## src/hw/lcs_defines.svh

```systemverilog
`ifndef LCS_DEFINES_SVH
`define LCS_DEFINES_SVH

// ****************************************
// register byte offsets (index) and widths
// ****************************************
`define LCS_IDX_CH1_HIGH      8'h03
`define LCS_IDX_CH1_LOW       8'h04
`define LCS_IDX_CH2_HIGH      8'h05
`define LCS_IDX_CH2_LOW       8'h06
`define LCS_IDX_CH3_HIGH      8'h07
`define LCS_IDX_CH3_LOW       8'h08
`define LCS_ADDR_W            12
`define LCS_DATA_W            32
`define LCS_REG_W             8
`define LCS_CODE_W            10
`define LCS_HIGH_LSB          0
`define LCS_HIGH_MSB          1
`define LCS_REG_RESET         8'h00
`define LCS_CODE_MAX          10'h3FF
// ****************************************
// axi response codes
// ****************************************
`define LCS_RESP_OKAY         2'h0
`define LCS_RESP_SLVERR       2'h2

`endif

```

## src/hw/lcs_pkg.sv

```systemverilog
`default_nettype none
// ****************************************
// shared types
// ****************************************
package lcs_pkg;
    // one register byte
    typedef logic [7:0] lcs_byte_t;
    // one ten-bit current code
    typedef logic [9:0] lcs_code_t;
    // all three setpoints together
    typedef struct packed {
        lcs_code_t ch3;
        lcs_code_t ch2;
        lcs_code_t ch1;
    } lcs_setpoints_t;
    // axi write address / data payload
    typedef struct packed {
        logic [11:0] addr;
    } lcs_addr_t;
    typedef struct packed {
        logic [31:0] data;
        logic [3:0]  strb;
    } lcs_wdata_t;
    // slave bus state
    typedef enum logic [1:0] {
        LCS_IDLE  = 2'b00,
        LCS_WRESP = 2'b01,
        LCS_RDATA = 2'b10
    } lcs_state_t;
endpackage
`default_nettype wire

```

## src/hw/lcs_regs.sv

```systemverilog
// The implementer's own choice: register access over AXI4-Lite.
`timescale 1ns/1ps
`default_nettype none
`include "lcs_defines.svh"


// ****************************************
// bus timing
// ****************************************
// write: address and data may come in either order; the commit happens
// one edge after both halves are parked, bvalid rises with it and
// stands until bready is seen
// read: rvalid rises at the edge that takes the address and stands
// until rready is seen
// readies drop on a take and return at the same edge that accepts the
// response; a master that expects back-to-back takes will see gaps
// setpoints follow a write one edge after the commit

module lcs_regs (
    input  wire logic                    aclk,
    input  wire logic                    aresetn,
    // write address channel
    input  wire logic                    s_axi_awvalid,
    output var  logic                    s_axi_awready,
    input  wire lcs_pkg::lcs_addr_t      s_axi_aw,
    // write data channel
    input  wire logic                    s_axi_wvalid,
    output var  logic                    s_axi_wready,
    input  wire lcs_pkg::lcs_wdata_t     s_axi_w,
    // write response channel
    output var  logic                    s_axi_bvalid,
    input  wire logic                    s_axi_bready,
    output var  logic [1:0]              s_axi_bresp,
    // read address channel
    input  wire logic                    s_axi_arvalid,
    output var  logic                    s_axi_arready,
    input  wire lcs_pkg::lcs_addr_t      s_axi_ar,
    // read data channel
    output var  logic                    s_axi_rvalid,
    input  wire logic                    s_axi_rready,
    output var  logic [31:0]             s_axi_rdata,
    output var  logic [1:0]              s_axi_rresp,
    // effective setpoints toward the current regulators
    output var  lcs_pkg::lcs_setpoints_t setpoints
);
    import lcs_pkg::*;

    // ****************************************
    // register storage
    // ****************************************
    // six bytes sit in flops so all three setpoints can be joined at once;
    // bits 7:2 of the high bytes are kept and read back though unused
    lcs_byte_t  regs      [0:5];   // 03h..08h, index minus 3
    lcs_byte_t  next_regs [0:5];   // next register values

    // ****************************************
    // bus handshake state
    // ****************************************
    lcs_state_t state;             // write/read phase
    lcs_state_t next_state;
    logic       aw_held;           // write address captured
    logic       next_aw_held;
    logic       w_held;            // write data captured
    logic       next_w_held;
    lcs_addr_t  aw_q;              // captured write address
    lcs_addr_t  next_aw_q;
    lcs_wdata_t w_q;               // captured write data
    lcs_wdata_t next_w_q;
    logic       next_awready;
    logic       next_wready;
    logic       next_bvalid;
    logic [1:0] next_bresp;
    logic       next_arready;
    logic       next_rvalid;
    logic [31:0] next_rdata;
    logic [1:0] next_rresp;

    // ****************************************
    // address decode helpers
    // ****************************************
    // map a byte address to a storage slot; 4'hF marks a miss, so a single
    // compare covers unaligned, too-low and too-high addresses alike
    function automatic logic [3:0] slot_of(input logic [11:0] addr);
        logic [9:0] idx;   // word index of the byte address
        idx = addr[11:2];
        if (addr[1:0] != 2'h0) begin
            // unaligned: refused, never rounded onto a neighbour
            slot_of = 4'hF;
        end else if (idx >= 10'(`LCS_IDX_CH1_HIGH) && idx <= 10'(`LCS_IDX_CH3_LOW)) begin
            // inside the bank: slot is index minus three
            slot_of = 4'(idx - 10'(`LCS_IDX_CH1_HIGH));
        end else begin
            // outside the bank
            slot_of = 4'hF;
        end
    endfunction

    // a decoded slot names a stored byte
    function automatic logic slot_hit(input logic [3:0] slot);
        slot_hit = (slot != 4'hF);
    endfunction

    // response code for a decoded slot, shared by writes and reads
    function automatic logic [1:0] resp_of(input logic [3:0] slot);
        if (slot_hit(slot)) begin
            resp_of = `LCS_RESP_OKAY;
        end else begin
            // refused: a write is dropped, a read returns zero
            resp_of = `LCS_RESP_SLVERR;
        end
    endfunction

    // ch3 low byte is a plain read/write neighbour at 08h, kept here so
    // the third setpoint is complete; nothing else sits behind the bus
    // ****************************************
    // combined bus and register next state
    // ****************************************
    // one transfer at a time keeps the decode simple: a read is only
    // offered while no write half is parked, and the readies stay low
    // from a take until its response has been accepted
    always_comb begin
        logic [3:0] ws;
        logic [3:0] rs;
        ws = slot_of(aw_q.addr);
        rs = slot_of(s_axi_ar.addr);
        next_state   = state;
        next_aw_held = aw_held;
        next_w_held  = w_held;
        next_aw_q    = aw_q;
        next_w_q     = w_q;
        next_awready = 1'b0;
        next_wready  = 1'b0;
        next_bvalid  = s_axi_bvalid;
        next_bresp   = s_axi_bresp;
        next_arready = 1'b0;
        next_rvalid  = s_axi_rvalid;
        next_rdata   = s_axi_rdata;
        next_rresp   = s_axi_rresp;
        for (int i = 0; i < 6; i++) begin
            next_regs[i] = regs[i];
        end
        case (state)
            LCS_IDLE: begin
                // address and data taken in either order
                if (!aw_held && s_axi_awvalid && s_axi_awready) begin
                    next_aw_held = 1'b1;
                    next_aw_q    = s_axi_aw;
                end
                if (!w_held && s_axi_wvalid && s_axi_wready) begin
                    next_w_held = 1'b1;
                    next_w_q    = s_axi_w;
                end
                if (aw_held && w_held) begin
                    // both halves present: commit, lane 0 only carries data
                    // high bytes stored whole
                    // low bytes stored whole
                    // lane 0 alone carries data; upper lanes are ignored since
                    // each register is one byte wide
                    if (slot_hit(ws) && w_q.strb[0]) begin
                        next_regs[ws[2:0]] = w_q.data[7:0];
                    end
                    // a refused write still gets its response, so the master never stalls
                    next_bresp   = resp_of(ws);
                    next_bvalid  = 1'b1;
                    next_aw_held = 1'b0;
                    next_w_held  = 1'b0;
                    next_state   = LCS_WRESP;
                end else if (s_axi_arvalid && s_axi_arready) begin
                    // read served when no write is half captured
                    // read returns stored byte
                    next_rdata  = slot_hit(rs) ? {24'h000000, regs[rs[2:0]]} : 32'h00000000;
                    next_rresp  = resp_of(rs);
                    next_rvalid = 1'b1;
                    next_state  = LCS_RDATA;
                end else begin
                    // keep ready up for whichever half is still missing
                    next_awready = !next_aw_held && !(s_axi_awvalid && s_axi_awready);
                    next_wready  = !next_w_held && !(s_axi_wvalid && s_axi_wready);
                    // a parked write half closes the read side; otherwise a read
                    // could slip in between the address and data of one write
                    next_arready = !next_aw_held && !next_w_held && !(s_axi_arvalid && s_axi_arready);
                end
            end
            LCS_WRESP: begin
                // hold response until master accepts
                if (s_axi_bready) begin
                    next_bvalid  = 1'b0;
                    next_state   = LCS_IDLE;
                    next_awready = 1'b1;
                    next_wready  = 1'b1;
                    next_arready = 1'b1;
                end
            end
            LCS_RDATA: begin
                // hold read data until master accepts
                if (s_axi_rready) begin
                    next_rvalid  = 1'b0;
                    next_state   = LCS_IDLE;
                    // a write half taken beside the read stays parked; its
                    // ready stays low so the same half is not taken twice
                    next_awready = !aw_held;
                    next_wready  = !w_held;
                    next_arready = !aw_held && !w_held;
                end
            end
            default: begin
                next_state = LCS_IDLE;
            end
        endcase
    end

    // ****************************************
    // registers only
    // ****************************************
    always_ff @(posedge aclk) begin
        if (!aresetn) begin
            state         <= LCS_IDLE;
            aw_held       <= 1'b0;
            w_held        <= 1'b0;
            aw_q          <= '0;
            w_q           <= '0;
            s_axi_awready <= 1'b0;
            s_axi_wready  <= 1'b0;
            s_axi_arready <= 1'b0;
            s_axi_bvalid  <= 1'b0;
            s_axi_bresp   <= 2'h0;
            s_axi_rvalid  <= 1'b0;
            s_axi_rdata   <= 32'h00000000;
            s_axi_rresp   <= 2'h0;
            for (int i = 0; i < 6; i++) begin
                regs[i] <= `LCS_REG_RESET;
            end
        end else begin
            state         <= next_state;
            aw_held       <= next_aw_held;
            w_held        <= next_w_held;
            aw_q          <= next_aw_q;
            w_q           <= next_w_q;
            // readies come straight from the next-state logic; after reset
            // release nothing is held, so the idle branch raises them at the
            // first edge and a request is taken from the second edge on
            s_axi_awready <= next_awready;
            s_axi_wready  <= next_wready;
            s_axi_arready <= next_arready;
            s_axi_bvalid  <= next_bvalid;
            s_axi_bresp   <= next_bresp;
            s_axi_rvalid  <= next_rvalid;
            s_axi_rdata   <= next_rdata;
            s_axi_rresp   <= next_rresp;
            for (int i = 0; i < 6; i++) begin
                regs[i] <= next_regs[i];
            end
        end
    end

    // ****************************************
    // setpoint outputs
    // ****************************************
    // the regulators turn each code into led current; this side only has
    // to hand the code over unaltered and glitch-free
    // step size set by regulator
    lcs_code_join u_join_ch1 (
        .aclk      (aclk),
        .aresetn   (aresetn),
        .high_byte (regs[0]),
        .low_byte  (regs[1]),
        .code      (setpoints.ch1)
    );
    lcs_code_join u_join_ch2 (
        .aclk      (aclk),
        .aresetn   (aresetn),
        .high_byte (regs[2]),
        .low_byte  (regs[3]),
        .code      (setpoints.ch2)
    );
    lcs_code_join u_join_ch3 (
        .aclk      (aclk),
        .aresetn   (aresetn),
        .high_byte (regs[4]),
        .low_byte  (regs[5]),
        .code      (setpoints.ch3)
    );
endmodule
`default_nettype wire

```

## src/hw/lcs_code_join.sv

```systemverilog
`timescale 1ns/1ps
`default_nettype none
`include "lcs_defines.svh"

// ****************************************
// setpoint assembly, registered
// ****************************************
module lcs_code_join (
    input  wire logic                    aclk,
    input  wire logic                    aresetn,
    input  wire lcs_pkg::lcs_byte_t      high_byte,
    input  wire lcs_pkg::lcs_byte_t      low_byte,
    output var  lcs_pkg::lcs_code_t      code
);
    import lcs_pkg::*;

    lcs_code_t next_code;   // joined code before the flop

    // high two bits above the low byte; no clamping, 3FF passes
    always_comb begin
        next_code = {high_byte[`LCS_HIGH_MSB:`LCS_HIGH_LSB], low_byte};
    end

    // flop keeps the output glitch-free toward the regulator
    always_ff @(posedge aclk) begin
        if (!aresetn) begin
            code <= 10'h000;
        end else begin
            code <= next_code;
        end
    end
endmodule
`default_nettype wire

```

## config.mk

```make
export PLATFORM = sky130hd
export DESIGN_NAME = lcs_regs
export DESIGN_NICKNAME = d
export VERILOG_FILES = /design/src/hw/lcs_pkg.sv /design/src/hw/lcs_regs.sv /design/src/hw/lcs_code_join.sv
export VERILOG_INCLUDE_DIRS = /design/src /design/src/hw
export SDC_FILE = /design/constraint.sdc
export NUM_CORES = 1
export LEC_CHECK = 0
export BUFFER_PORTS_ARGS = -buffer_cell sky130_fd_sc_hd__buf_4
export CAP_MARGIN = 5
export CELL_PAD_IN_SITES_DETAIL_PLACEMENT = 1
export CELL_PAD_IN_SITES_GLOBAL_PLACEMENT = 1
export CORE_MARGIN = 3
export CORE_UTILIZATION = 35
export DETAILED_ROUTE_END_ITERATION = 6
export PLACE_DENSITY = 0.76
export SETUP_SLACK_MARGIN = 0.02
export SLEW_MARGIN = 20
export SYNTH_ARGS = -nofsm -noshare
export SYNTH_HDL_FRONTEND = slang
export SYNTH_SLANG_ARGS = --single-unit
export TNS_END_PERCENT = 30
```

## constraint.sdc

```tcl
create_clock -name aclk -period 2.7 [get_ports aclk]
set_input_delay 0.405 -clock aclk [delete_from_list [all_inputs] [get_ports aclk]]
set_output_delay 0.405 -clock aclk [all_outputs]
set_load 0.03 [all_outputs]
```

==> results.md, run 1 <==
- Worst endpoint data arrival time: 2740 ps
- Post-CTS sizing: 0
- Clock Tree Root: clkbuf_16
- Number of global-route vias before repair: 4752
- Crit Path Category: reg2reg
- GRT Util Overall: 19.3%
- Initial Util: 35.9%
- Synth top area cells: dfxtp_1 (45%), mux2i_1 (9.5%), a21oi_1 (3.7%)
- CTS H-tree depth: 4
- Antenna viol nets, final: 0
- CTS max path bufs: 2
- Register area: 2360 sq um
- Type of the worst min-delay path: in2reg
- Syn Inst Count: 575
- Drt pass-1 iters: 4
- Fin. Hold Viols: 0
- CTS buffer count: 17
- Total power: 4.73 mW
- Cells after DPL: 821
- Number of synthesized flops with an enable pin: 0
- CTS clk-pin slew, worst paths: 50 ps
- Period utilization: 91.0%
- Hold-fix buffers, CTS: 0
- Pins Over Slew Limit: 0
- Antenna cells: 0
- HPWL reported at the end of detailed placement: 11000 um
- Fmax: 407 MHz
- Number of synthesized register bits: 118
- Drt drc: 0
- Total clock sinks: 118
- Gp weighted congestion: 0.845
- Worst-path fanout max: 9
- Syn Area/Cell: 9.15 sq um
- Status: completed
- TritonCTS clock tree: done
- Peak VDD IR: 0.479 mV
- Fillers: 1680
- P_leak: 2.70 nW
- WL per Instance: 18.3 um
- Final setup viols: 0
- Unrepaired setup endpoints after global routing: false
- Most frequent cell after synthesis: dfxtp_1
- Vias/cell: 5.33
- I/O Pins: 138
- GRT overflow: 0
- Core Region: 14600 sq um
- Multi-input logic area: 2520 sq um
- Die Ht: 129 um
- Die Wd: 129 um
- Largest net degree at the start of global routing: 46
- Post-CTS Setup Repair Bufs: 0
- Area grow syn2layout: 25.9%
- Worst Tran Pin Value: 709 ps
- Via Count: 4543
- Post-Place Cell Area: 6010 sq um
- Num rows: 44
- Warning count from the yosys run: 0
- Full die area: 16500 sq um
- First-pass GRT wire length: 25100 um
- Non-filler cells, final: 853
- Yosys top cell by area: dfxtp_1
- Initial antenna violation count: 0
- Post-synth top cells: dfxtp_1 (118), mux2i_1 (50), nor2_1 (42)
- Sequential share of the synthesized area: 44.9%
- Setup TNS: 0 ps
- Final wirelength: 15600 um
- Worst Hold Slack: 228 ps
- # port buffers: 84
- Finished Cell Area: 6630 sq um
- Initial DRC count: 276
- Share of synthesized flip-flops with an asynchronous set or reset: 0%
- Max_slew headroom: 52.6%
- Tmin final: 2460 ps
- Worst Setup End Kind: flip-flop
- Clock Skew: 6.67 ps
- Power density cells: 714 nW/um^2
- Worst EP required: 2990 ps
- CP startpoint kind: flip-flop
- Share of post-route cells with drive strength above 1: 23.5%
- Max Cap Viol: 0
- Yosys top cell area share: 44.9%
- Post-Syn Area: 5260 sq um
- Layout Nets: 727
- Yosys cell types: 59
- Synth Flop Type: dfxtp_1
- Clk_lat worst skew: 410 ps
worst paths after layout:
check / from / to / slack [ps] / cells after the start
worst max-delay path: aw_q[2] / regs[5][7] / 240 / 6
worst min-delay path: s_axi_aw[3] / aw_q[3] / 230 / 3
worst max register to register: aw_q[2] / regs[5][7] / 240 / 6
worst min register to register: regs[0][0] / u_join_ch1.code[8] / 470 / 2
routing by layer:
layer | vias up | share of wire, % | track usage (%) | wire, um
met3 | 31 | 5.7 | 4.19 | 884
met5 | - | 0 | 0 | 0
met1 | 2218 | 40 | 23.2 | 6290
li1 | 2165 | - | - | -
met2 | 129 | 52 | 34.1 | 8090
met4 | 0 | 2.1 | 6.67 | 335
worst max-delay path, stage by stage (launching register included):
cell	delay (ps)
dfxtp_1	490
inv_1	110
ha_1	400
or2_2	360
or4_1	600
o21ai_0	260
a21oi_1	100
final cells by class:
cell class                      instances  share of cell area, %
Clock buffer                           21                   7.10
Clock inverter                         11                   2.25
Inverter                               28                   1.59
Multi-Input combinational cell        386                   38.1
Sequential cell                       118                   35.6
Tap cell                              184                   3.47
Timing Repair Buffer                  105                   11.9
cells in the final DEF, fill, tap and decap left out, types with 19 or more instances in the layout:
cell,n
nand3_1,21
inv_1,26
nand4_1,19
conb_1,26
mux2i_1,50
nor2_1,42
o31ai_1,25
dfxtp_1,118
nand2_1,36
buf_4,105
a21oi_1,39
per-stage QoR:
step / setup WS [ps] / utilization (%)
2_1_floorplan: 55.3 / -
3_3_place_gp: 437 / 41.0
3_5_place_dp: 327 / 41.0
4_1_cts: 220 / 45.3
5_1_grt: 99.7 / 45.3
6_report: 243 / 45.3
kinds of logic (layout without fill, tap and decap cells):
logic type | Yosys count | after routing | share of synthesized area (%)
compound gates | 129 | 129 | 16.6
xor+xnor | 3 | 3 | 0.499
fa+ha+maj | 4 | 4 | 0.951
buf+inv | 96 | 165 | 9.25
flops | 118 | 118 | 44.9
mux | 52 | 52 | 9.94
other cells | 1 | 26 | 0.0713
simple gates | 172 | 172 | 17.8
report_power, final:
| group | switching (mW) | total (mW) | internal [mW] |
|---|---|---|---|
| Sequential | 0.0595 | 1.84 | 1.78 |
| Clock | 0.803 | 2.33 | 1.52 |
| Combinational | 0.359 | 0.564 | 0.204 |
| Total | 1.22 | 4.73 | 3.51 |
state kept, by name, indices dropped and copies added (netlist names), 2 cells and up:
signal	count
aw_q	12
u_join_ch1.code	10
regs	48
w_q	9
state	2
s_axi_rdata	8
u_join_ch3.code	10
u_join_ch2.code	10
No activity file was read; power rests on OpenSTA's default activity.
==> run 2, diff against run 1 <==
==> constraint.sdc (replaced) <==
create_clock -name aclk -period 2.1 [get_ports aclk]
set_input_delay 0.315 -clock aclk [delete_from_list [all_inputs] [get_ports aclk]]
set_output_delay 0.315 -clock aclk [all_outputs]
set_load 0.03 [all_outputs]
==> run 2 against run 1 <==
Net effect:
- routed wire length is 0.42% higher
- power grew 26%
- setup slack got worse by 120 ps
- largest cell class unchanged
- sequential power up 28%
- critical path type unchanged
- maximum frequency increased by 24%
- sequential share of layout area is 0.81 points lower
- cell area increased by 2.3%
==> results.md, run 2 (synthesis gave the netlist of run 1 again) <==
- Max FFs per register: 48
- Pins Over Slew Limit: 0
- Peak VDD IR: 0.592 mV
- Gp weighted congestion: 0.856
- Fmax: 506 MHz
- CP Launch Point: aw_q[2]
- R2R Path Start: aw_q[2]
- Largest register by flop count: regs
- CP startpoint kind: flip-flop
- Clock Skew: 7.52 ps
- Initial DRC count: 256
- Die Ht: 129 um
- Drt drc: 0
- Antenna viol nets, final: 0
- Top flop regs: regs (48), aw_q (12)
- Crit Path Category: reg2reg
- Die Wd: 129 um
- Post-Place Cell Area: 6200 sq um
- Core Region: 14600 sq um
- Status: completed
- HPWL reported at the end of detailed placement: 11000 um
- Min-delay src: s_axi_aw[3]
- Power density cells: 881 nW/um^2
- Post-CTS Setup Repair Bufs: 0
- Worst EP required: 2430 ps
- CTS clk-pin slew, worst paths: 50 ps
- WL per Instance: 18.0 um
- Full die area: 16500 sq um
- First-pass GRT wire length: 24700 um
- Num rows: 44
- CTS H-tree depth: 4
- Total clock sinks: 118
- Antenna cells: 0
- Area grow syn2layout: 28.9%
- Clk_lat worst skew: 410 ps
- Hold endpoint: aw_q[3]
- Drt pass-1 iters: 4
- Hold depth: 3
- Worst endpoint data arrival time: 2310 ps
- CTS max path bufs: 2
- Setup TNS: 0 ps
- Initial antenna violation count: 0
- R2R Setup Slk: 120 ps
- Worst reg-to-reg path cell count: 7
- Vias/cell: 5.27
- TritonCTS clock tree: done
- R2R Path End: regs[1][4]
- Fin. Hold Viols: 0
- # port buffers: 84
- Commonest cells after routing, fill and taps aside: buf_4 (122), dfxtp_1 (118), mux2i_1 (50)
- Type of the worst min-delay path: in2reg
- GRT Util Overall: 18.9%
- Largest net degree at the start of global routing: 61
- Worst Setup End Kind: flip-flop
- Via Count: 4588
- Clock Tree Root: clkbuf_16
- Share of post-route cells with drive strength above 1: 25.2%
- Final setup viols: 0
- I/O Pins: 138
- Tmin final: 1980 ps
- Worst-path fanout max: 8
- Unrepaired setup endpoints after global routing: true
- CTS buffer count: 17
- P_leak: 2.79 nW
- Period utilization: 94.1%
- Number of global-route vias before repair: 4797
- Final wirelength: 15700 um
- Most common cell after layout, fill and taps aside: buf_4
- Initial Util: 35.9%
- Layout Nets: 747
- GRT overflow: 0
- Finished Cell Area: 6780 sq um
- Max Cap Viol: 0
[run 2: cell types whose count changed in the layout (fill, tap and decap cells not counted), sizes merged]
cell and delta:
buf +20, bufinv -2, clkinv -5, clkinvlp -2, clkbuf +6
[run 2: worst max-delay path, cell delays in order (launching register included)]
cell,delay [ps]
dfxtp_1,330
inv_1,80
ha_1,140
nor2b_1,360
o2111ai_4,240
nor4_4,360
buf_12,180
mux2i_1,200
[run 2: what timing repair did]
| action | in CTS | in global routing |
|---|---|---|
| resized for setup | 1 | 2 |
| gates cloned | 0 | 0 |
| endpoints found under the setup margin | 5 | 9 |
| hold buffers | 0 | 0 |
[run 2: layout make-up]
class,instances,area (sq um)
Fill cell,1674,7860
Inverter,28,105
Tap cell,184,230
Multi-Input combinational cell,386,2540
Clock inverter,2,37.5
Sequential cell,118,2360
Timing Repair Buffer,125,976
Clock buffer,27,533
[run 2: through the flow]
step	hold slack, ps	setup slack (ps)	power, mW	util [%]	std cells
floorplan	427	33.0	2.92	-	600
global placement	453	111	3.15	42.3	841
detailed placement	459	63.9	3.18	42.3	841
CTS	129	104	5.99	46.2	870
global route	135	-62.6	6.18	46.3	870
finish	140	123	5.97	46.3	870
[run 2: layer usage]
layer	up-vias	global-route usage (%)	share of wire, %
li1	2193	-	-
met1	2228	22.6	42
met2	141	32.7	51
met3	26	4.57	5.5
met4	0	7.16	1.8
met5	-	0	0
[run 2: worst max path at each step]
stage	to	slack, ps	cells after the start
detailed placement	regs[5][3]	60	6
CTS	regs[3][0]	100	6
global route	regs[1][1]	-60	7
finish	regs[1][4]	120	7
global placement	regs[5][0]	110	6
floorplan	s_axi_rdata[6]	30	9
[run 2: power breakdown]
| group | internal, mW | total (mW) | switching (mW) | leakage [nW] |
|---|---|---|---|---|
| sequential | 2.30 | 2.36 | 0.0612 | 0.953 |
| clock | 1.83 | 2.80 | 0.973 | 0.278 |
| combinational | 0.316 | 0.813 | 0.498 | 1.56 |
